## src/pvip_defs.svh

```systemverilog
// register offsets, field positions, reset values and timing counts of the oscillator register port
`ifndef PVIP_DEFS_SVH
`define PVIP_DEFS_SVH

`define PVIP_ADDR_ID 5'h00
`define PVIP_ADDR_RST 5'h01
`define PVIP_ADDR_REFERENCE_DIVIDE 5'h02
`define PVIP_ADDR_PACKET 5'h05
`define PVIP_ADDR_LINKCFG 5'h0a

`define PVIP_RST_RESET 10'h002
`define PVIP_REFERENCE_DIVIDE_RESET 14'h0001
`define PVIP_RATE_RESET 2'h1
`define PVIP_PACKET_RESET 16'h0000

`define PVIP_PTR_MSB 4
`define PVIP_PTR_LSB 0
`define PVIP_SOFTRST_BIT 5
`define PVIP_RATE_MSB 14
`define PVIP_RATE_LSB 13
`define PVIP_PKT_SEL_MSB 2
`define PVIP_PKT_SEL_LSB 0
`define PVIP_PKT_IDX_MSB 6
`define PVIP_PKT_IDX_LSB 3
`define PVIP_PKT_DATA_MSB 15
`define PVIP_PKT_DATA_LSB 7
`define PVIP_PACKET_BITS 16
`define PVIP_LAST_BIT 4'hf

`define PVIP_CLK_MHZ 40
`define PVIP_LINK_MAX_MHZ 50
`define PVIP_LINK_MIN_CYC ((`PVIP_CLK_MHZ + `PVIP_LINK_MAX_MHZ - 1) / `PVIP_LINK_MAX_MHZ)

`endif

```

## src/pvip_pkg.sv

```systemverilog
// types shared by the oscillator register port
package pvip_pkg;
	typedef logic [15:0] pvip_packet_t;
	typedef enum logic [0:0] {
		PVIP_IDLE = 1'b0,
		PVIP_SHIFT = 1'b1
	} pvip_link_state_t;
endpackage

```

## src/pvip_clk_div.sv

```systemverilog
// divider that makes the internal oscillator link clock from the reference clock
`timescale 1ns/1ps
`default_nettype none
`include "pvip_defs.svh"

module pvip_clk_div (
	input wire logic clock,
	input wire logic rst_b,
	input wire logic [1:0] rateSel,
	output logic linkClk,
	output logic fallTick
);
	logic [4:0] cnt_q;
	logic [4:0] cnt_d;
	logic linkClk_q;
	wire [4:0] lastCount;
	wire [4:0] halfCount;

	// period is 2 << rateSel cycles, so setting 1 divides by four
	assign lastCount = 5'((5'h2 << rateSel) - 5'h1);
	assign halfCount = 5'(5'h1 << rateSel);
	assign fallTick = (cnt_q >= lastCount);
	assign cnt_d = fallTick ? 5'h00 : 5'(cnt_q + 5'h01);
	assign linkClk = linkClk_q;

	always_ff @(posedge clock) begin
		if (!rst_b) begin
			cnt_q <= 5'h00;
			linkClk_q <= 1'b0;
		end else begin
			cnt_q <= cnt_d;
			linkClk_q <= (cnt_d >= halfCount);
		end
	end

	AST_LINK_MAX_RATE: assert property (@(posedge clock) disable iff (!rst_b)
		$rose(linkClk) |=> !$rose(linkClk))
		else $error("link clock rose on two clock edges in a row");
	AST_LINK_PERIOD: assert property (@(posedge clock) disable iff (!rst_b)
		(32'(lastCount) + 32'd1) >= 2 * `PVIP_LINK_MIN_CYC)
		else $error("link period shorter than the limit allows");
endmodule // pvip_clk_div
`default_nettype wire

```

## src/pvip_link_shift.sv

```systemverilog
// serialiser that sends one 16-bit packet over the internal oscillator link
`timescale 1ns/1ps
`default_nettype none
`include "pvip_defs.svh"

module pvip_link_shift (
	input wire logic clock,
	input wire logic rst_b,
	input wire logic fallTick,
	input wire logic startReq,
	input wire pvip_pkg::pvip_packet_t packet,
	output logic accepted,
	output logic linkData,
	output logic linkFrame,
	output logic done
);
	pvip_pkg::pvip_link_state_t state_q;
	pvip_pkg::pvip_packet_t shift_q;
	logic [3:0] bitCnt_q;
	logic frame_q;
	logic done_q;

	assign accepted = (state_q == pvip_pkg::PVIP_IDLE) && startReq && fallTick;
	assign linkData = shift_q[`PVIP_PACKET_BITS-1];
	assign linkFrame = frame_q;
	assign done = done_q;

	always_ff @(posedge clock) begin
		if (!rst_b) begin
			state_q <= pvip_pkg::PVIP_IDLE;
			shift_q <= `PVIP_PACKET_RESET;
			bitCnt_q <= 4'h0;
			frame_q <= 1'b0;
			done_q <= 1'b0;
		end else begin
			done_q <= 1'b0;
			case (state_q)
				pvip_pkg::PVIP_IDLE: begin
					if (accepted) begin
						shift_q <= packet;
						bitCnt_q <= 4'h0;
						frame_q <= 1'b1;
						state_q <= pvip_pkg::PVIP_SHIFT;
					end
				end
				pvip_pkg::PVIP_SHIFT: begin
					if (fallTick) begin
						if (bitCnt_q == `PVIP_LAST_BIT) begin
							frame_q <= 1'b0;
							done_q <= 1'b1;
							shift_q <= `PVIP_PACKET_RESET;
							state_q <= pvip_pkg::PVIP_IDLE;
						end else begin
							shift_q <= {shift_q[`PVIP_PACKET_BITS-2:0], 1'b0};
							bitCnt_q <= 4'(bitCnt_q + 4'h1);
						end
					end
				end
				default: begin
					state_q <= pvip_pkg::PVIP_IDLE;
					frame_q <= 1'b0;
				end
			endcase
		end
	end

	AST_MSB_FIRST: assert property (@(posedge clock) disable iff (!rst_b)
		accepted |=> (linkData == $past(packet[`PVIP_PACKET_BITS-1])) && linkFrame)
		else $error("first link bit is not the packet msb");
endmodule // pvip_link_shift
`default_nettype wire

```

## src/pvip_reg_port.sv

```systemverilog
// register bank front and indirect oscillator packet forwarding
//
// Function
// - A host write of the packet register sends it msb first over the link; a newer write replaces one still waiting.
// - Link packets are sixteen bits long.
// - Link runs on calibration machine clock, never above 50 MHz.
// - Field 14:13 of register 0Ah picks link rate; default 1 divides by four.
// - Packet: bits 2:0 subsystem select, 6:3 register index, 15:7 data.
// - Calibration updates only the packet data field, never select or index.
// - Register 00h reads a fixed 24-bit identity and is read only.
// - Write to 00h stores bits 4:0 as next read address.
// - Bit 5 written to 00h soft-resets the serial interface; keep zero normally.
// - Register 01h resets to 000002h, all fields reserved.
// - Register 02h holds reference divide 13:0, reset 1, range 1 to 16383.
// - Packet register reads back the last packet written or calibrated, nothing more.
`timescale 1ns/1ps
`default_nettype none
`include "pvip_defs.svh"

module pvip_reg_port #(
	// arbitrary value, not tied to any real part
	parameter logic [23:0] DEVICE_ID = 24'h5a0c31
) (
	input wire logic clock,
	input wire logic rst_b,
	input wire logic regWrite,
	input wire logic [4:0] regAddr,
	input wire logic [23:0] regWrData,
	output logic [23:0] regRdData,
	output logic serialSoftReset,
	input wire logic calUpdate,
	input wire logic [8:0] calData,
	output logic [13:0] refDivideValue,
	output logic [9:0] resetControl,
	output logic linkBusy,
	output logic oscLinkClk,
	output logic oscLinkData,
	output logic oscLinkFrame
);
	////////////////////////////////////////////////////////////////////////////////
	logic [4:0] readPtr_q;
	logic softReset_q;
	logic [9:0] rstReg_q;
	logic [13:0] reference_divide_q;
	logic [1:0] rateSel_q;
	pvip_pkg::pvip_packet_t packet_q;
	pvip_pkg::pvip_packet_t packet_d;
	logic pending_q;
	logic [23:0] rdData_q;
	logic fallTick;
	logic accepted;
	logic frameDone;

	wire wrId = regWrite && (regAddr == `PVIP_ADDR_ID);
	wire wrRst = regWrite && (regAddr == `PVIP_ADDR_RST);
	wire wrRefDiv = regWrite && (regAddr == `PVIP_ADDR_REFERENCE_DIVIDE);
	wire wrPkt = regWrite && (regAddr == `PVIP_ADDR_PACKET);
	wire wrLinkCfg = regWrite && (regAddr == `PVIP_ADDR_LINKCFG);
	// zero divide is out of range and is dropped
	wire refDivOk = (regWrData[13:0] != 14'h0000);
	wire calOnly = calUpdate && !wrPkt;

	// read data for the address held in the read pointer
	function automatic logic [23:0] readMux(
		input logic [4:0] addr,
		input logic [9:0] rstVal,
		input logic [13:0] divVal,
		input logic [15:0] pktVal,
		input logic [1:0] rateVal
	);
		logic [23:0] value;
		value = 24'h000000;
		case (addr)
			`PVIP_ADDR_ID: value = DEVICE_ID;
			`PVIP_ADDR_RST: value = {14'h0000, rstVal};
			`PVIP_ADDR_REFERENCE_DIVIDE: value = {10'h000, divVal};
			`PVIP_ADDR_PACKET: value = {8'h00, pktVal};
			`PVIP_ADDR_LINKCFG: value = 24'(rateVal) << `PVIP_RATE_LSB;
			default: value = 24'h000000;
		endcase
		return value;
	endfunction

	assign packet_d = wrPkt ? regWrData[15:0] :
		calUpdate ? {calData, packet_q[`PVIP_PKT_IDX_MSB:`PVIP_PKT_SEL_LSB]} : packet_q;

	assign regRdData = rdData_q;
	assign serialSoftReset = softReset_q;
	assign refDivideValue = reference_divide_q;
	assign resetControl = rstReg_q;
	assign linkBusy = pending_q || oscLinkFrame;

	////////////////////////////////////////////////////////////////////////////////
	// register bank
	always_ff @(posedge clock) begin
		if (!rst_b) begin
			readPtr_q <= 5'h00;
			softReset_q <= 1'b0;
			rstReg_q <= `PVIP_RST_RESET;
			reference_divide_q <= `PVIP_REFERENCE_DIVIDE_RESET;
			rateSel_q <= `PVIP_RATE_RESET;
			packet_q <= `PVIP_PACKET_RESET;
			rdData_q <= 24'h000000;
		end else begin
			if (wrId) begin
				readPtr_q <= regWrData[`PVIP_PTR_MSB:`PVIP_PTR_LSB];
			end
			softReset_q <= wrId && regWrData[`PVIP_SOFTRST_BIT];
			if (wrRst) begin
				rstReg_q <= regWrData[9:0];
			end
			if (wrRefDiv && refDivOk) begin
				reference_divide_q <= regWrData[13:0];
			end
			if (wrLinkCfg) begin
				rateSel_q <= regWrData[`PVIP_RATE_MSB:`PVIP_RATE_LSB];
			end
			packet_q <= packet_d;
			rdData_q <= readMux(readPtr_q, rstReg_q, reference_divide_q, packet_q, rateSel_q);
		end
	end

	////////////////////////////////////////////////////////////////////////////////
	// forwarding: a new packet waits until the link is idle
	always_ff @(posedge clock) begin
		if (!rst_b) begin
			pending_q <= 1'b0;
		end else begin
			pending_q <= (wrPkt || calUpdate) || (pending_q && !accepted);
		end
	end

	pvip_clk_div u_div (
		.clock(clock),
		.rst_b(rst_b),
		.rateSel(rateSel_q),
		.linkClk(oscLinkClk),
		.fallTick(fallTick)
	);

	pvip_link_shift u_shift (
		.clock(clock),
		.rst_b(rst_b),
		.fallTick(fallTick),
		.startReq(pending_q),
		.packet(packet_q),
		.accepted(accepted),
		.linkData(oscLinkData),
		.linkFrame(oscLinkFrame),
		.done(frameDone)
	);

	////////////////////////////////////////////////////////////////////////////////
	// checks
	logic [4:0] bitsSeen_q;
	always_ff @(posedge clock) begin
		if (!rst_b) begin
			bitsSeen_q <= 5'h00;
		end else if (!oscLinkFrame) begin
			bitsSeen_q <= 5'h00;
		end else if (fallTick) begin
			bitsSeen_q <= 5'(bitsSeen_q + 5'h01);
		end
	end

	AST_PKT_FORWARD: assert property (@(posedge clock) disable iff (!rst_b)
		wrPkt |-> ##[1:600] accepted)
		else $error("packet write never reached the link");
	AST_PKT_WIDTH: assert property (@(posedge clock) disable iff (!rst_b)
		$fell(oscLinkFrame) |-> (bitsSeen_q == 5'h10) && frameDone)
		else $error("link packet is not sixteen bits");
	AST_RATE_DIV4: assert property (@(posedge clock) disable iff (!rst_b)
		($rose(oscLinkClk) && rateSel_q == 2'h1 && $stable(rateSel_q)) |-> oscLinkClk[*2] ##1 !oscLinkClk)
		else $error("rate setting one does not divide by four");
	AST_RATE_RESET: assert property (@(posedge clock) disable iff (!rst_b)
		!$past(rst_b) |-> rateSel_q == `PVIP_RATE_RESET)
		else $error("link rate field wrong after reset");
	AST_CAL_FIELDS: assert property (@(posedge clock) disable iff (!rst_b)
		calOnly |=> (packet_q[6:0] == $past(packet_q[6:0])) && (packet_q[15:7] == $past(calData)))
		else $error("calibration touched select or index");
	AST_ID_READ: assert property (@(posedge clock) disable iff (!rst_b)
		(readPtr_q == `PVIP_ADDR_ID) |=> regRdData == DEVICE_ID)
		else $error("identity read wrong");
	AST_PTR_STORE: assert property (@(posedge clock) disable iff (!rst_b)
		wrId |=> ##1 (regRdData == readMux($past(regWrData[4:0], 2), rstReg_q, reference_divide_q, packet_q, rateSel_q))
			|| !$stable(packet_q) || !$stable(rateSel_q) || !$stable(reference_divide_q) || !$stable(rstReg_q))
		else $error("read pointer not applied to next read");
	AST_SOFT_RESET: assert property (@(posedge clock) disable iff (!rst_b)
		(wrId && regWrData[5]) |=> serialSoftReset ##1 (serialSoftReset == $past(wrId && regWrData[5])))
		else $error("soft reset strobe wrong");
	AST_RST_DEFAULT: assert property (@(posedge clock) disable iff (!rst_b)
		!$past(rst_b) |-> resetControl == 10'h002)
		else $error("reset register default wrong");
	AST_REFERENCE_DIVIDE: assert property (@(posedge clock) disable iff (!rst_b)
		(!$past(rst_b) |-> refDivideValue == 14'h0001) and (refDivideValue != 14'h0000))
		else $error("reference divide out of range");
	AST_READBACK: assert property (@(posedge clock) disable iff (!rst_b)
		(readPtr_q == `PVIP_ADDR_PACKET) |=> regRdData == {8'h00, $past(packet_q)})
		else $error("packet readback wrong");
	AST_ONE_FRAME: assert property (@(posedge clock) disable iff (!rst_b)
		$rose(oscLinkFrame) |=> (oscLinkFrame && !accepted)[*8])
		else $error("packet cut short by the next one");

	COV_WRITE_BUSY: cover property (@(posedge clock) disable iff (!rst_b) wrPkt && oscLinkFrame);
	COV_FRAME_DONE: cover property (@(posedge clock) disable iff (!rst_b) frameDone);
	COV_CAL: cover property (@(posedge clock) disable iff (!rst_b) calOnly ##[1:600] accepted);
	COV_SOFT: cover property (@(posedge clock) disable iff (!rst_b) serialSoftReset);
endmodule // pvip_reg_port
`default_nettype wire

```

## config.mk

```make
export PLATFORM = sky130hd
export DESIGN_NAME = pvip_reg_port
export DESIGN_NICKNAME = d
export VERILOG_FILES = /design/src/pvip_pkg.sv /design/src/pvip_clk_div.sv /design/src/pvip_link_shift.sv /design/src/pvip_reg_port.sv
export VERILOG_INCLUDE_DIRS = /design/src /design/src/src
export SDC_FILE = /design/constraint.sdc
export NUM_CORES = 1
export LEC_CHECK = 0
export ABC_AREA = 0
export BUFFER_PORTS_ARGS = -buffer_cell sky130_fd_sc_hd__clkbuf_2
export CAP_MARGIN = 10
export CORE_ASPECT_RATIO = 1.4
export CORE_MARGIN = 2
export CORE_UTILIZATION = 40
export CTS_CLUSTER_SIZE = 30
export DETAILED_ROUTE_END_ITERATION = 10
export SYNTH_ARGS = -nofsm -noshare
export SYNTH_HDL_FRONTEND = slang
export SYNTH_SLANG_ARGS = --single-unit
```

## constraint.sdc

```tcl
create_clock -name clock -period 2.65 [get_ports clock]
set_input_delay 0.3975 -clock clock [delete_from_list [all_inputs] [get_ports clock]]
set_output_delay 0.3975 -clock clock [all_outputs]
set_load 0.1 [all_outputs]
```

# --- Yosys cells after proc, flatten, opt, wreduce, memory -nomap -nowiden ---
# Cells that the tools add are included.
classes:
  n_addsub: 3
  magnitude_cmp: 2
  eq_ne: 13
  shift: 2
  mux: 20
  bitwise_logic: 1
  reduce_logical: 21
op_table:
  columns: ["operator", "count"]
  rows:
  - ["23-bit case mux with 5 select lines", 1]
  - ["16-bit two-way mux", 5]
  - ["16-bit case mux with 2 select lines", 1]
  - ["14-bit nonzero test", 1]
  - ["4-bit two-way mux", 3]
  - ["5-bit by 1-bit == test with 1-bit output (second input constant)", 2]
  - ["5-bit by 2-bit == test with 1-bit output (second input constant)", 2]
  - ["5-bit by 3-bit == test with 1-bit output (second input constant)", 2]
  - ["5-bit by 4-bit == test with 1-bit output (second input constant)", 2]
  - ["5-bit >= comparator", 2]
  - ["1-bit logical AND", 10]
  - ["5-bit zero test", 2]
  - ["2-bit inequality test (second input constant)", 4]
  - ["4-bit case mux with 2 select lines", 1]
  - ["1-bit two-way mux", 6]
  - ["3-bit AND reduction", 2]
  - ["5-bit by 1-bit adder with 5-bit output (second input constant)", 1]
  - ["5-bit two-way mux", 1]
  - ["1-bit by 2-bit << shifter with 5-bit output (first input constant)", 1]
  - ["2-bit by 2-bit << shifter with 5-bit output (first input constant)", 1]
  - ["5-bit by 1-bit subtractor with 5-bit output (second input constant)", 1]
  - ["4-bit by 1-bit adder with 4-bit output (second input constant)", 1]
  - ["4-bit == test (second input constant)", 1]
  - ["1-bit case mux with 2 select lines", 2]
  - ["5 further kinds", 7]
totals:
  reg_bits: 101
  in_bits: 42
  out_inout_bits: 53

# --- Longest topological paths before layout ---
# Gate-level depths: netlist of run 1.
depth:
  word_depth: 7
  depth_mapped: 10
  depth_no_buf: 10

# --- Cells and area by module ---
# Synthesis of run 1 repeated with hierarchy kept, for this count alone.
unflattened:
  hier_cells: 453
  hier_area_um2: 4093.9
by_module_without_submodules:
  columns: ["module", "instances", "cells_per_inst", "area_per_inst_um2", "seq_area_each_um2"]
  rows:
  - ["pvip_reg_port", 1, 283, 2598.7, 1321.3]
  - ["pvip_link_shift", 1, 124, 1097.3, 460.4]
  - ["pvip_clk_div", 1, 46, 397.9, 120.1]

# --- Worst setup path before layout of run 1 ---
# Ideal clock, no wire load.
synth_path:
  kind: "reg2reg"
  startpoint: "reg rateSel_q[1]"
  endpoint: "reg u_div.linkClk_q, in the netlist u_div.linkClk"
  arrival_ps: 2293
  t_required_ps: 2530
  path_slack_ps: 238
  stages_incl_launch_ff: 11
  period_less_slack_ps: 2412
  path_cell_list: "dfxtp_1 > nand2_1 > ha_1 > inv_1 > o211ai_1 > clkbuf_1 > nor2_1 > ha_1 > a21oi_1 > a21boi_0 > o31a_1"
synth_between:
  elab_chain_len: 5
  word_cells_on_any_way: 6
  cone_classes: "1 x add/sub; 2 x order compare; 2 x shift; 1 x mux"
synth_lines:
  columns: ["item", "line", "rtl"]
  rows:
  - ["from (decl)", "pvip_reg_port.sv:45", "logic [1:0] rateSel_q;"]
  - ["from (signal assigned)", "pvip_reg_port.sv:101", "rateSel_q <= `PVIP_RATE_RESET;"]
  - ["from (signal assigned)", "pvip_reg_port.sv:116", "rateSel_q <= regWrData[`PVIP_RATE_MSB:`PVIP_RATE_LSB];"]
  - ["2-bit by 2-bit << shifter with 5-bit output", "pvip_clk_div.sv:20", "assign lastCount = 5'((5'h2 << rateSel) - 5'h1);"]
  - ["5-bit by 1-bit subtractor with 5-bit output", "pvip_clk_div.sv:20", null]
  - ["5-bit >= comparator", "pvip_clk_div.sv:22", "assign fallTick = (cnt_q >= lastCount);"]
  - ["5-bit two-way mux", "pvip_clk_div.sv:23", "assign cnt_d = fallTick ? 5'h00 : 5'(cnt_q + 5'h01);"]
  - ["named net u_div.cnt_d[2]", "pvip_clk_div.sv:14", "logic [4:0] cnt_d;"]
  - ["5-bit >= comparator", "pvip_clk_div.sv:32", "linkClk_q <= (cnt_d >= halfCount);"]
  - ["to (signal assigned)", "pvip_clk_div.sv:32", null]
  - ["to (decl)", "pvip_clk_div.sv:15", "logic linkClk_q;"]
# The timed path passes the listed nets, and every way through them passes these cells.
# A chain may end at the register's enable or synchronous reset.

# --- Worst setup path in the final report of run 1 ---
layout_path:
  startpoint: "reg rateSel_q[1]"
  endpoint: "reg u_shift.shift_q[15]"
layout_between:
  elab_chain_len: 6
  word_cells_on_any_way: 7
  cone_classes: "1 x add/sub; 1 x order compare; 2 x eq/ne; 1 x shift; 2 x reduce/logical"
layout_lines:
  columns: ["item", "line", "rtl"]
  rows:
  - ["2-bit by 2-bit << shifter with 5-bit output (*)", "pvip_clk_div.sv:20", null]
  - ["5-bit by 1-bit subtractor with 5-bit output (*)", "pvip_clk_div.sv:20", null]
  - ["5-bit >= comparator (*)", "pvip_clk_div.sv:22", null]
  - ["1-bit logical AND", "pvip_link_shift.sv:23", "assign accepted = (state_q == pvip_pkg::PVIP_IDLE) && startReq && fallTick;"]
  - ["2-bit inequality test (no source line)", null, null]
  - ["2-bit AND reduction (no source line) (*)", null, null]
  - ["to (signal assigned)", "pvip_link_shift.sv:31", "shift_q <= `PVIP_PACKET_RESET;"]
  - ["to (signal assigned)", "pvip_link_shift.sv:40", "shift_q <= packet;"]
  - ["to (signal assigned)", "pvip_link_shift.sv:51", "shift_q <= `PVIP_PACKET_RESET;"]
  - ["to (decl)", "pvip_link_shift.sv:18", "pvip_pkg::pvip_packet_t shift_q;"]
# Mark *: on every way between the ends. The rest lies on a longest branch, timed or not.

==> metrics.log, run 1 <==
[metrics] run status: complete, no violations
[metrics] Worst-Margin Slew: 0.983 ns
[metrics] DIE HEIGHT: 127 um
[metrics] Psw: 1.08 mW
[metrics] Setup-failing EPs final: 0
[metrics] fin util: around half
[metrics] number of input and output port buffers inserted: 82
[metrics] clock net sink count: 94
[metrics] first-pass GRT wire length: 17.2 mm
[metrics] post-DP HPWL: roughly 7.6 mm
[metrics] static leakage: around 2.3 nW
[metrics] proportion of synthesized chip area in sequential cells: 43.6%
[metrics] classification of the worst setup path: flop to flop
[metrics] fraction of registers with async set/reset: 0%
[metrics] Max FO, Critical Path: 22
[metrics] Worst Setup Slack post-DPL: 0.241 ns
[metrics] diodes inserted: 0
[metrics] internal power contribution: 2.42 mW
[metrics] buffers plus inverters on the worst setup path: 3
[metrics] depth of the worst hold-timing path: 3
[metrics] later-pin clock latency in the skew report: 0.35 ns
[metrics] largest area contributor in the netlist: sky130_fd_sc_hd__dfxtp_1
[metrics] all-layer global routing usage: 18.6%
[metrics] clock share of power: 38.0%
[metrics] count leader, synth: sky130_fd_sc_hd__nand2_1
[metrics] endpoint type of the worst setup path: flop
[metrics] path length in cells of the critical path: 8
[metrics] average size of a mapped cell: a little under 9 um^2
[metrics] area used by sequential logic in the layout: 1880 um^2
[metrics] length in cells of the worst reg-to-reg path: 8
[metrics] Post-Syn Area: 4320 um^2
[metrics] critical path's largest stage delay: 0.43 ns
[metrics] highest achievable clock rate: 416 MHz
[metrics] number of hold buffers added after cts: 0
[metrics] Critical Path RT: 2.94 ns
[metrics] Worst Slack Setup Final: between 0.2 and 0.25 ns
[metrics] number of max-slew violations in the final report: 0
[metrics] sequential power share: 43.9%
[metrics] vias: 3,713
[metrics] Detailed Routing Iterations Pass 1: 4
[metrics] Detailed Route WL: 10.8 mm
[metrics] cells after synthesis: 491
[metrics] slowest stage cell on the critical path: sky130_fd_sc_hd__dfxtp_1
[metrics] Worst path top cell family by delay: buffers and inverters
[metrics] worst setup skew after layout: 0.00602 ns
[metrics] final global-route overflow total: 0
[metrics] number of placed I/O pins: 95
[metrics] crit-path cells: nand2_1 -> ha_1 -> inv_1 -> o211ai_1 -> buf_4 -> and2_1 -> buf_4 -> o211a_1
[metrics] EDFF count, synth: 0
[metrics] H-tree levels: 3
[metrics] largest net degree at the start of global routing: 85
[metrics] area of the multi-input gates: 2200 um^2
[metrics] share of the cycle needed by the critical path after routing: 90.6%
[metrics] Total Nets Final: 604
[metrics] die extent in x: slightly above 90 um
[metrics] flip-flop cell with the highest count after synthesis: sky130_fd_sc_hd__dfxtp_1
[metrics] weighted congestion reported at the end of routability-driven placement: 0.788
[metrics] most repeated library cell on the critical path: sky130_fd_sc_hd__buf_4
[metrics] switching portion of total power: 30.8%
[metrics] filler cell count in the final layout: 1,042
[metrics] largest voltage drop on the vdd net: 0.374 mV
[metrics] slew margin rel.: between 30% and 40%
[metrics] setup repair after global routing missed its margin: no
[metrics] Detailed Route Iter0 Violations: ~180
[metrics] Ys Warns: 0
[metrics] number of cell rows: between 40 and 50
[metrics] element type at the critical path start: flop
[metrics] initial antenna violation count: 0
[metrics] DR WL/cell: 15.6 um
[metrics] number of distinct library cell variants in the gate-level netlist after synthesis: 50
[metrics] Core Area: 10,500 um^2
[metrics] detailed-route DRC error count: 0
[metrics] Worst Hold Class: input pin to flop
[metrics] share of layout cells above drive strength 1: 19.5%
[metrics] TNS Setup: 0 ns
[metrics] power density over the cells: 691 nW/um^2
[metrics] CTS tree: done
[metrics] area fraction of the dominant cell type after synthesis: 43.6%
[metrics] clock slew seen by the registers of the worst setup and hold paths: 0.07 ns
[metrics] fin crit period: 2.40 ns
[metrics] via count of the first global-routing pass: 3,459
[metrics] leading cell types by count after synthesis: 102 x sky130_fd_sc_hd__nand2_1, 94 x sky130_fd_sc_hd__dfxtp_1, 42 x sky130_fd_sc_hd__nand3_1, 25 x sky130_fd_sc_hd__o211a_1
[metrics] CTS root buf: sky130_fd_sc_hd__clkbuf_16
[metrics] number of vias per cell: 5.33
[metrics] number of maximum-capacitance constraint violations: 0
[metrics] number of hold-slack violations in the final timing report: 0
[metrics] post-CTS resize count: 0
[metrics] setup bufs post-CTS: 0
[metrics] Max clock buf depth: 2
[metrics] arrival time at the worst endpoint: approximately 2.7 ns
[metrics] register bit total from synthesis: 94
[metrics] starting utilization of the core area: 41.3%
[metrics] number of CTS-inserted buffers: 9
[metrics] combinational group share of total power: 18.0%
[metrics] post-detailed-route count of antenna-violating nets: 0
[metrics] most area-consuming cells after synthesis: sky130_fd_sc_hd__dfxtp_1 44%, sky130_fd_sc_hd__nand2_1 8.9%, sky130_fd_sc_hd__o211a_1 5.8%
[metrics] area overhead of the layout relative to synthesis: 17.3%
[metrics] full die area: 11,700 um^2
## path summary, 6_finish.rpt
check	start	endpoint	slack, ns
setup / recovery	rateSel_q[1]	u_shift.shift_q[15]	0.25
hold / removal	regWrData[11]	refDivideValue[11]	0.31
setup reg to reg	rateSel_q[1]	u_shift.shift_q[15]	0.25
hold reg to reg	u_shift.shift_q[0]	u_shift.shift_q[0]	0.47
## power groups by stage
stage	clock network [mW]	registers [mW]	logic (mW)
after floorplan	0	1.70	0.367
after global placement	0	1.57	0.629
after detailed placement	0	1.57	0.635
after CTS	1.36	1.54	0.637
after global routing	1.42	1.54	0.685
final	1.33	1.54	0.632
## per-layer routing
layer | routed length, um | part of all wire, % | GRT usage (%)
met1 | 4640 | 43 | 22.6
met2 | 5430 | 50 | 31.6
met3 | 493 | 4.6 | 3.98
met4 | 262 | 2.4 | 8.17
met5 | 0 | 0 | 0
## layout make-up
type	count	area share, %
Clock buffer	10	4.72
Tap cell	138	3.41
Timing Repair Buffer	90	9.53
Inverter	5	0.370
Sequential cell	94	37.1
Clock inverter	6	1.38
Multi-Input combinational cell	353	43.5
## worst reg2reg max path, stage by stage, from the launching register on
cell and delay (ns):
sky130_fd_sc_hd__dfxtp_1 0.43, sky130_fd_sc_hd__nand2_1 0.11, sky130_fd_sc_hd__ha_1 0.31, sky130_fd_sc_hd__inv_1 0.06, sky130_fd_sc_hd__o211ai_1 0.36, sky130_fd_sc_hd__buf_4 0.34, sky130_fd_sc_hd__and2_1 0.35, sky130_fd_sc_hd__buf_4 0.24
sky130_fd_sc_hd__o211a_1 0.15
## kinds of logic after synthesis
family	count (synthesis)	synth area share [%]
other	1	0.0868
AND/OR/NAND/NOR	202	21.6
AO/OA/AOI/OAI	110	20.0
flip-flops	94	43.6
XOR/XNOR	3	0.608
adder cells (fa/ha/maj)	9	2.61
buffers and inverters	47	5.71
multiplexers	25	5.82
## placed cells by master, fill, tap and decap left out, types with 2 or more instances in the layout
cell type                    count
sky130_fd_sc_hd__a21boi_0       24
sky130_fd_sc_hd__a21oi_1        13
sky130_fd_sc_hd__a22oi_1        14
sky130_fd_sc_hd__a2bb2oi_1      15
sky130_fd_sc_hd__a31oi_1         4
sky130_fd_sc_hd__and3_1          4
sky130_fd_sc_hd__buf_4           7
sky130_fd_sc_hd__clkbuf_16       9
sky130_fd_sc_hd__clkbuf_2       82
sky130_fd_sc_hd__clkinvlp_4      3
sky130_fd_sc_hd__conb_1          4
sky130_fd_sc_hd__dfxtp_1        94
sky130_fd_sc_hd__ha_1            9
sky130_fd_sc_hd__inv_1           4
sky130_fd_sc_hd__mux2i_1        24
sky130_fd_sc_hd__nand2_1       102
sky130_fd_sc_hd__nand2b_1        4
sky130_fd_sc_hd__nand3_1        42
sky130_fd_sc_hd__nand4_1         5
sky130_fd_sc_hd__nor2_1         24
sky130_fd_sc_hd__nor2b_1         5
sky130_fd_sc_hd__nor4_1          3
sky130_fd_sc_hd__nor4b_1         2
sky130_fd_sc_hd__o211a_1        25
sky130_fd_sc_hd__o211ai_1        3
sky130_fd_sc_hd__o21ai_0         5
sky130_fd_sc_hd__xor2_1          2
## stage by stage
stage                     hold slack (ns)  cells  power [mW]  area [um^2]
after floorplan                     0.422    494        2.07         4330
after global routing                0.314    696        3.65         5070
after CTS                           0.302    696        3.53         5070
after detailed placement            0.458    680        2.20         4760
after global placement              0.448    680        2.20         4760
final                               0.309    696        3.50         5070
## flip-flops by register name, indices dropped and copies added, names as in the netlist, 2 cells and up
register / cells
packet_q: 16
rateSel_q: 2
resetControl: 10
refDivideValue: 14
u_shift.bitCnt_q: 4
u_shift.shift_q: 16
regRdData: 17
readPtr_q: 5
u_div.cnt_q: 5
No activity file was read; power rests on OpenSTA's default activity.
==> run 2: changes to the inputs <==
==> constraint.sdc (replaced) <==
create_clock -name clock -period 2.65 [get_ports clock]
set_input_delay 0 -clock clock [delete_from_list [all_inputs] [get_ports clock]]
set_output_delay 0 -clock clock [all_outputs]
set_load 0.1 [all_outputs]
==> run 2 against run 1 <==
Global-route usage decreased by 0.31 points. Non-clock buffer count increased by 15. Cell count increased by 2.2%. Flip-flop and latch count unchanged. Worst setup slack improved by 0.043 ns. Register-to-register slack improved by 0.04 ns. Critical path type unchanged.
==> metrics.log, run 2 (synthesis results as in run 1) <==
[metrics] share of layout cells above drive strength 1: 18.7%
[metrics] Worst-Margin Slew: 0.988 ns
[metrics] Detailed Routing Iterations Pass 1: 4
[metrics] internal power contribution: 2.33 mW
[metrics] classification of the worst setup path: flop to flop
[metrics] Psw: 1.05 mW
[metrics] highest achievable clock rate: roughly 420 MHz
[metrics] number of input and output port buffers inserted: 82
[metrics] TNS Setup: 0 ns
[metrics] post-detailed-route count of antenna-violating nets: 0
[metrics] number of vias per cell: 5.32
[metrics] number of cell rows: 44
[metrics] weighted congestion reported at the end of routability-driven placement: ~0.77
[metrics] starting utilization of the core area: 41.3%
[metrics] final global-route overflow total: 0
[metrics] diodes inserted: 0
[metrics] element type at the critical path start: flop
[metrics] all-layer global routing usage: 18.3%
[metrics] H-tree levels: 3
[metrics] initial antenna violation count: 0
[metrics] via count of the first global-routing pass: roughly 3,500
[metrics] number of hold buffers added after cts: 16
[metrics] setup repair after global routing missed its margin: no
[metrics] Core Area: 10,500 um^2
[metrics] Worst Slack Setup Final: 0.291 ns
[metrics] number of maximum-capacitance constraint violations: 0
[metrics] clock net sink count: 94
[metrics] largest net degree at the start of global routing: 82
[metrics] clock share of power: 35.3%
[metrics] CTS root buf: sky130_fd_sc_hd__clkbuf_16
[metrics] static leakage: 2.33 nW
[metrics] power density over the cells: 653 nW/um^2
[metrics] Max FO, Critical Path: 22
[metrics] filler cell count in the final layout: 1,018
[metrics] full die area: approximately 12,000 um^2
[metrics] routed wire length on met3: roughly 450 um
[metrics] Total Nets Final: 619
[metrics] number of placed I/O pins: 95
[metrics] met2 routed wirelength: about 5.5 mm
[metrics] die extent in x: just over 90 um
[metrics] Worst Hold Class: input pin to flop
[metrics] setup bufs post-CTS: 0
[metrics] Setup-failing EPs final: 0
[metrics] DR WL/cell: 15.1 um
[metrics] vias: 3,779
[metrics] post-DP HPWL: ~7.5 mm
[metrics] largest voltage drop on the vdd net: 0.284 mV
[metrics] area overhead of the layout relative to synthesis: 20.1%
[metrics] Max clock buf depth: 2
[metrics] later-pin clock latency in the skew report: 0.34 ns
[metrics] routed metal-1 wire length: between 4 and 5 mm
[metrics] PnR Total Power: about 3.4 mW
[metrics] worst setup skew after layout: 0.00565 ns
[metrics] Detailed Route WL: 10.7 mm
[metrics] highest metal used: met4
[metrics] slew margin rel.: between 30% and 40%
[metrics] post-CTS resize count: 0
[metrics] endpoint type of the worst setup path: flop
[metrics] number of hold-slack violations in the final timing report: 0
[metrics] CTS tree: done
[metrics] detailed-route DRC error count: 0
[metrics] Critical Path RT: between 2 and 3 ns
[metrics] share of the cycle needed by the critical path after routing: about nine tenths
[metrics] most common library cell in the layout ignoring fill and taps: sky130_fd_sc_hd__nand2_1
[metrics] first-pass GRT wire length: about 17 mm
[metrics] run status: complete, no violations
[metrics] Largest register FFs: 17
[metrics] arrival time at the worst endpoint: 2.64 ns
[metrics] switching portion of total power: 31.0%
[metrics] Detailed Route Iter0 Violations: 189
[metrics] commonest cells after routing, fill and taps aside: 102 x sky130_fd_sc_hd__nand2_1, 94 x sky130_fd_sc_hd__dfxtp_1, 82 x sky130_fd_sc_hd__clkbuf_2, 42 x sky130_fd_sc_hd__nand3_1, 25 x sky130_fd_sc_hd__o211a_1
[metrics] sequential power share: 45.4%
[metrics] Worst Setup Slack post-DPL: 0.277 ns
[metrics] fin crit period: 2.36 ns
[metrics] clock slew seen by the registers of the worst setup and hold paths: 0.06 ns
[metrics] number of CTS-inserted buffers: 9
[metrics] combinational group share of total power: 19.2%
[metrics] number of max-slew violations in the final report: 0
[metrics] fin util: roughly half
[metrics] DIE HEIGHT: 127 um
run 2: changes by cell type in the layout (fill, tap and decap cells not counted), sizes merged:
| cell | previous run | this run |
|---|---|---|
| dlygate4sd3 | 0 | 16 |
| buf | 8 | 7 |
| bufinv | 1 | 0 |
| clkbuf | 92 | 93 |
| clkinvlp | 3 | 4 |
| inv | 5 | 4 |
run 2: worst max-delay path, stage by stage, from the launching register on:
cell	delay (ns)
sky130_fd_sc_hd__dfxtp_1	0.41
sky130_fd_sc_hd__nand2_1	0.12
sky130_fd_sc_hd__ha_1	0.30
sky130_fd_sc_hd__inv_1	0.05
sky130_fd_sc_hd__o211ai_1	0.35
sky130_fd_sc_hd__buf_4	0.33
sky130_fd_sc_hd__and2_1	0.35
sky130_fd_sc_hd__buf_4	0.24
sky130_fd_sc_hd__o211a_1	0.15
run 2: final timing paths:
path / from / end / slack [ns] / cells past startpoint
setup / recovery: rateSel_q[1] / u_shift.shift_q[12] / 0.29 / 8
hold / removal: calData[8] / packet_q[15] / 0.02 / 4
setup reg to reg: rateSel_q[1] / u_shift.shift_q[12] / 0.29 / 8
hold reg to reg: u_shift.shift_q[0] / u_shift.shift_q[0] / 0.46 / 2
run 2: per-stage QoR:
step / hold slack [ns] / std cells / area (um^2)
global placement: 0.263 / 679 / 4750
floorplan: 0.137 / 494 / 4330
finish: 0.0205 / 711 / 5190
global route: 0.0289 / 711 / 5190
detailed placement: 0.280 / 679 / 4750
CTS: 0.0191 / 711 / 5190
run 2: final cells by class:
class | count | area [um^2] | area share, %
multi-input combinational | 353 | 2200 | 42.4
sequential | 94 | 1880 | 36.3
timing repair buffer | 105 | 636 | 12.2
clock buffer | 11 | 243 | 4.68
tap | 138 | 173 | 3.33
clock inverter | 5 | 35.0 | 0.675
inverter | 5 | 18.8 | 0.362
run 2: power groups by stage:
stage / clock [mW] / combinational, mW / sequential (mW)
2_1_floorplan: 0 / 0.367 / 1.70
3_3_place_gp: 0 / 0.628 / 1.57
3_5_place_dp: 0 / 0.636 / 1.57
4_1_cts: 1.23 / 0.657 / 1.54
5_1_grt: 1.28 / 0.708 / 1.55
6_report: 1.20 / 0.651 / 1.54
run 2: per-layer routing:
metal | GRT usage [%] | up-vias
li1 | - | 1888
met1 | 22.3 | 1779
met2 | 32.0 | 93
met3 | 2.49 | 19
met4 | 8.17 | 0
met5 | 0 | -
==> run 3: changes to the inputs <==
--- a/config.mk
+++ b/config.mk
@@ -9,11 +9,14 @@
 export ABC_AREA = 0
 export BUFFER_PORTS_ARGS = -buffer_cell sky130_fd_sc_hd__clkbuf_2
 export CAP_MARGIN = 10
+export CELL_PAD_IN_SITES_DETAIL_PLACEMENT = 1
+export CELL_PAD_IN_SITES_GLOBAL_PLACEMENT = 1
 export CORE_ASPECT_RATIO = 1.4
 export CORE_MARGIN = 2
 export CORE_UTILIZATION = 40
 export CTS_CLUSTER_SIZE = 30
 export DETAILED_ROUTE_END_ITERATION = 10
+export PLACE_DENSITY_LB_ADDON = 0.1
 export SYNTH_ARGS = -nofsm -noshare
 export SYNTH_HDL_FRONTEND = slang
 export SYNTH_SLANG_ARGS = --single-unit
==> run 3 against run 2 <==
Clock power increased by 20%. Via count increased by 3.0%. Design area rose by 1.1%. Sequential share of layout area decreased by 0.39 points. Critical path type unchanged. Highest routed layer unchanged.
==> metrics.log, run 3 (synthesis results as in run 1) <==
[metrics] diodes inserted: 0
[metrics] Critical Path RT: about 2.9 ns
[metrics] setup bufs post-CTS: 0
[metrics] most common library cell in the layout ignoring fill and taps: sky130_fd_sc_hd__nand2_1
[metrics] Core Area: 10,500 um^2
[metrics] DR WL/cell: 17.4 um
[metrics] final global-route overflow total: 0
[metrics] classification of the worst setup path: flop to flop
[metrics] sequential power share: 42.3%
[metrics] number of CTS-inserted buffers: 9
[metrics] static leakage: 2.37 nW
[metrics] endpoint type of the worst setup path: flop
[metrics] clock slew seen by the registers of the worst setup and hold paths: 0.07 ns
[metrics] worst setup skew after layout: 0.00867 ns
[metrics] Worst path top cell family by delay: compound AO/OA/AOI/OAI gates
[metrics] setup repair after global routing missed its margin: no
[metrics] combinational group share of total power: 18.2%
[metrics] share of the cycle needed by the critical path after routing: between 90% and 100%
[metrics] share of layout cells above drive strength 1: 18.8%
[metrics] post-CTS resize count: 0
[metrics] number of hold buffers added after cts: 16
[metrics] element type at the critical path start: flop
[metrics] slowest stage cell on the critical path: sky130_fd_sc_hd__dfxtp_1
[metrics] weighted congestion reported at the end of routability-driven placement: about 0.85
[metrics] Worst-Margin Slew: 0.968 ns
[metrics] area overhead of the layout relative to synthesis: 21.4%
[metrics] number of hold-slack violations in the final timing report: 0
[metrics] starting utilization of the core area: 41.3%
[metrics] number of placed I/O pins: 95
[metrics] fin crit period: 2.40 ns
[metrics] later-pin clock latency in the skew report: 0.35 ns
[metrics] first-pass GRT wire length: 20.1 mm
[metrics] highest achievable clock rate: 416 MHz
[metrics] Max FO, Critical Path: 8
[metrics] H-tree levels: 3
[metrics] post-detailed-route count of antenna-violating nets: 0
[metrics] full die area: roughly 12,000 um^2
[metrics] Detailed Route Iter0 Violations: 129
[metrics] Setup-failing EPs final: 0
[metrics] area used by sequential logic in the layout: 1880 um^2
[metrics] buffers plus inverters on the worst setup path: 1
[metrics] commonest cells after routing, fill and taps aside: 102 x sky130_fd_sc_hd__nand2_1, 94 x sky130_fd_sc_hd__dfxtp_1, 82 x sky130_fd_sc_hd__clkbuf_2, 42 x sky130_fd_sc_hd__nand3_1, 25 x sky130_fd_sc_hd__o211a_1
[metrics] slew margin rel.: ~35%
[metrics] crit-path cells: inv_1 -> ha_1 -> a21oi_1 -> o211a_1 -> nand2b_1 -> ha_1 -> nand2b_1 -> nand3_1 -> a21boi_0 -> o31a_1
[metrics] number of maximum-capacitance constraint violations: 0
[metrics] number of cell rows: 44
[metrics] run status: complete, no violations
[metrics] Worst Hold Class: input pin to flop
[metrics] die extent in x: 91.8 um
[metrics] largest voltage drop on the vdd net: ~0.40 mV
[metrics] TNS Setup: 0 ns
[metrics] all-layer global routing usage: 21.7%
[metrics] critical path's largest stage delay: around 0.42 ns
[metrics] CTS tree: done
[metrics] number of max-slew violations in the final report: 0
[metrics] DIE HEIGHT: 127 um
[metrics] power density over the cells: 695 nW/um^2
[metrics] detailed-route DRC error count: 0
[metrics] vias: 3,894
[metrics] internal power contribution: 2.55 mW
[metrics] number of input and output port buffers inserted: between 80 and 90
[metrics] switching portion of total power: 29.9%
[metrics] CTS root buf: sky130_fd_sc_hd__clkbuf_16
[metrics] via count of the first global-routing pass: 3,936
[metrics] initial antenna violation count: 0
[metrics] post-DP HPWL: 8.65 mm
[metrics] Largest register FFs: 17
[metrics] Max clock buf depth: 2
[metrics] Psw: 1.09 mW
[metrics] number of vias per cell: ~5.5
[metrics] Total Nets Final: 619
[metrics] filler cell count in the final layout: approximately 1,300
[metrics] largest net degree at the start of global routing: 81
[metrics] clock net sink count: 94
[metrics] clock share of power: 39.5%
[metrics] Detailed Routing Iterations Pass 1: 4
[metrics] fin util: between 50% and 60%
[metrics] area of the multi-input gates: 2200 um^2
[metrics] arrival time at the worst endpoint: 2.64 ns
[metrics] Detailed Route WL: roughly 12 mm
==> run 3: cell count changes in the layout (fill, tap and decap cells not counted), sizes merged <==
cell | previous run | this run
clkinvlp | 4 | 1
bufinv | 0 | 2
clkinv | 2 | 3
==> run 3: stage by stage <==
| step | setup WS [ns] | instances | power [mW] | instance area (um^2) | hold WS, ns |
|---|---|---|---|---|---|
| after floorplan | 0.238 | 494 | 2.07 | 4330 | 0.137 |
| after global placement | 0.359 | 679 | 2.21 | 4750 | 0.249 |
| after detailed placement | 0.250 | 679 | 2.22 | 4750 | 0.259 |
| after CTS | 0.217 | 711 | 3.68 | 5250 | 0.00746 |
| after global routing | 0.0460 | 711 | 3.78 | 5250 | 0.0394 |
| final | 0.246 | 711 | 3.65 | 5250 | 0.0174 |
==> run 3: routing by layer <==
| metal | global-route usage (%) | share of wire [%] | routed length (um) |
|---|---|---|---|
| met5 | 0 | 0 | 0 |
| met4 | 8.52 | 2.2 | 269 |
| met3 | 2.49 | 2.6 | 324 |
| met2 | 39.4 | 52 | 6420 |
| met1 | 25.8 | 43 | 5340 |
==> run 3: worst reg2reg max path: stages, from the launching register on <==
cell                       delay (ns)
sky130_fd_sc_hd__dfxtp_1         0.42
sky130_fd_sc_hd__inv_1           0.09
sky130_fd_sc_hd__ha_1            0.30
sky130_fd_sc_hd__a21oi_1         0.20
sky130_fd_sc_hd__o211a_1         0.32
sky130_fd_sc_hd__nand2b_1        0.10
sky130_fd_sc_hd__ha_1            0.29
sky130_fd_sc_hd__nand2b_1        0.14
sky130_fd_sc_hd__nand3_1         0.08
sky130_fd_sc_hd__a21boi_0        0.08
sky130_fd_sc_hd__o31a_1          0.27
==> run 3: worst paths after layout <==
check	start	endpoint	slack, ns	cells after the start
setup / recovery	rateSel_q[1]	u_div.linkClk	0.25	10
hold / removal	calData[8]	packet_q[15]	0.02	4
setup reg to reg	rateSel_q[1]	u_div.linkClk	0.25	10
hold reg to reg	packet_q[15]	regRdData[15]	0.47	2
==> run 3: cell type report <==
| type | count | area share, % |
|---|---|---|
| multi-input cells | 353 | 42.0 |
| clock buffers | 11 | 4.82 |
| repair buffers | 105 | 12.1 |
| well taps | 138 | 3.29 |
| inverters | 5 | 0.358 |
| flip-flops and latches | 94 | 35.9 |
| clock inverters | 5 | 1.55 |
==> run 3: power by group through the flow <==
stage	Sequential [mW]	Clock, mW	Combinational (mW)
3_3_place_gp	1.57	0	0.636
2_1_floorplan	1.70	0	0.367
6_report	1.54	1.44	0.664
4_1_cts	1.54	1.47	0.671
3_5_place_dp	1.57	0	0.649
5_1_grt	1.55	1.51	0.721
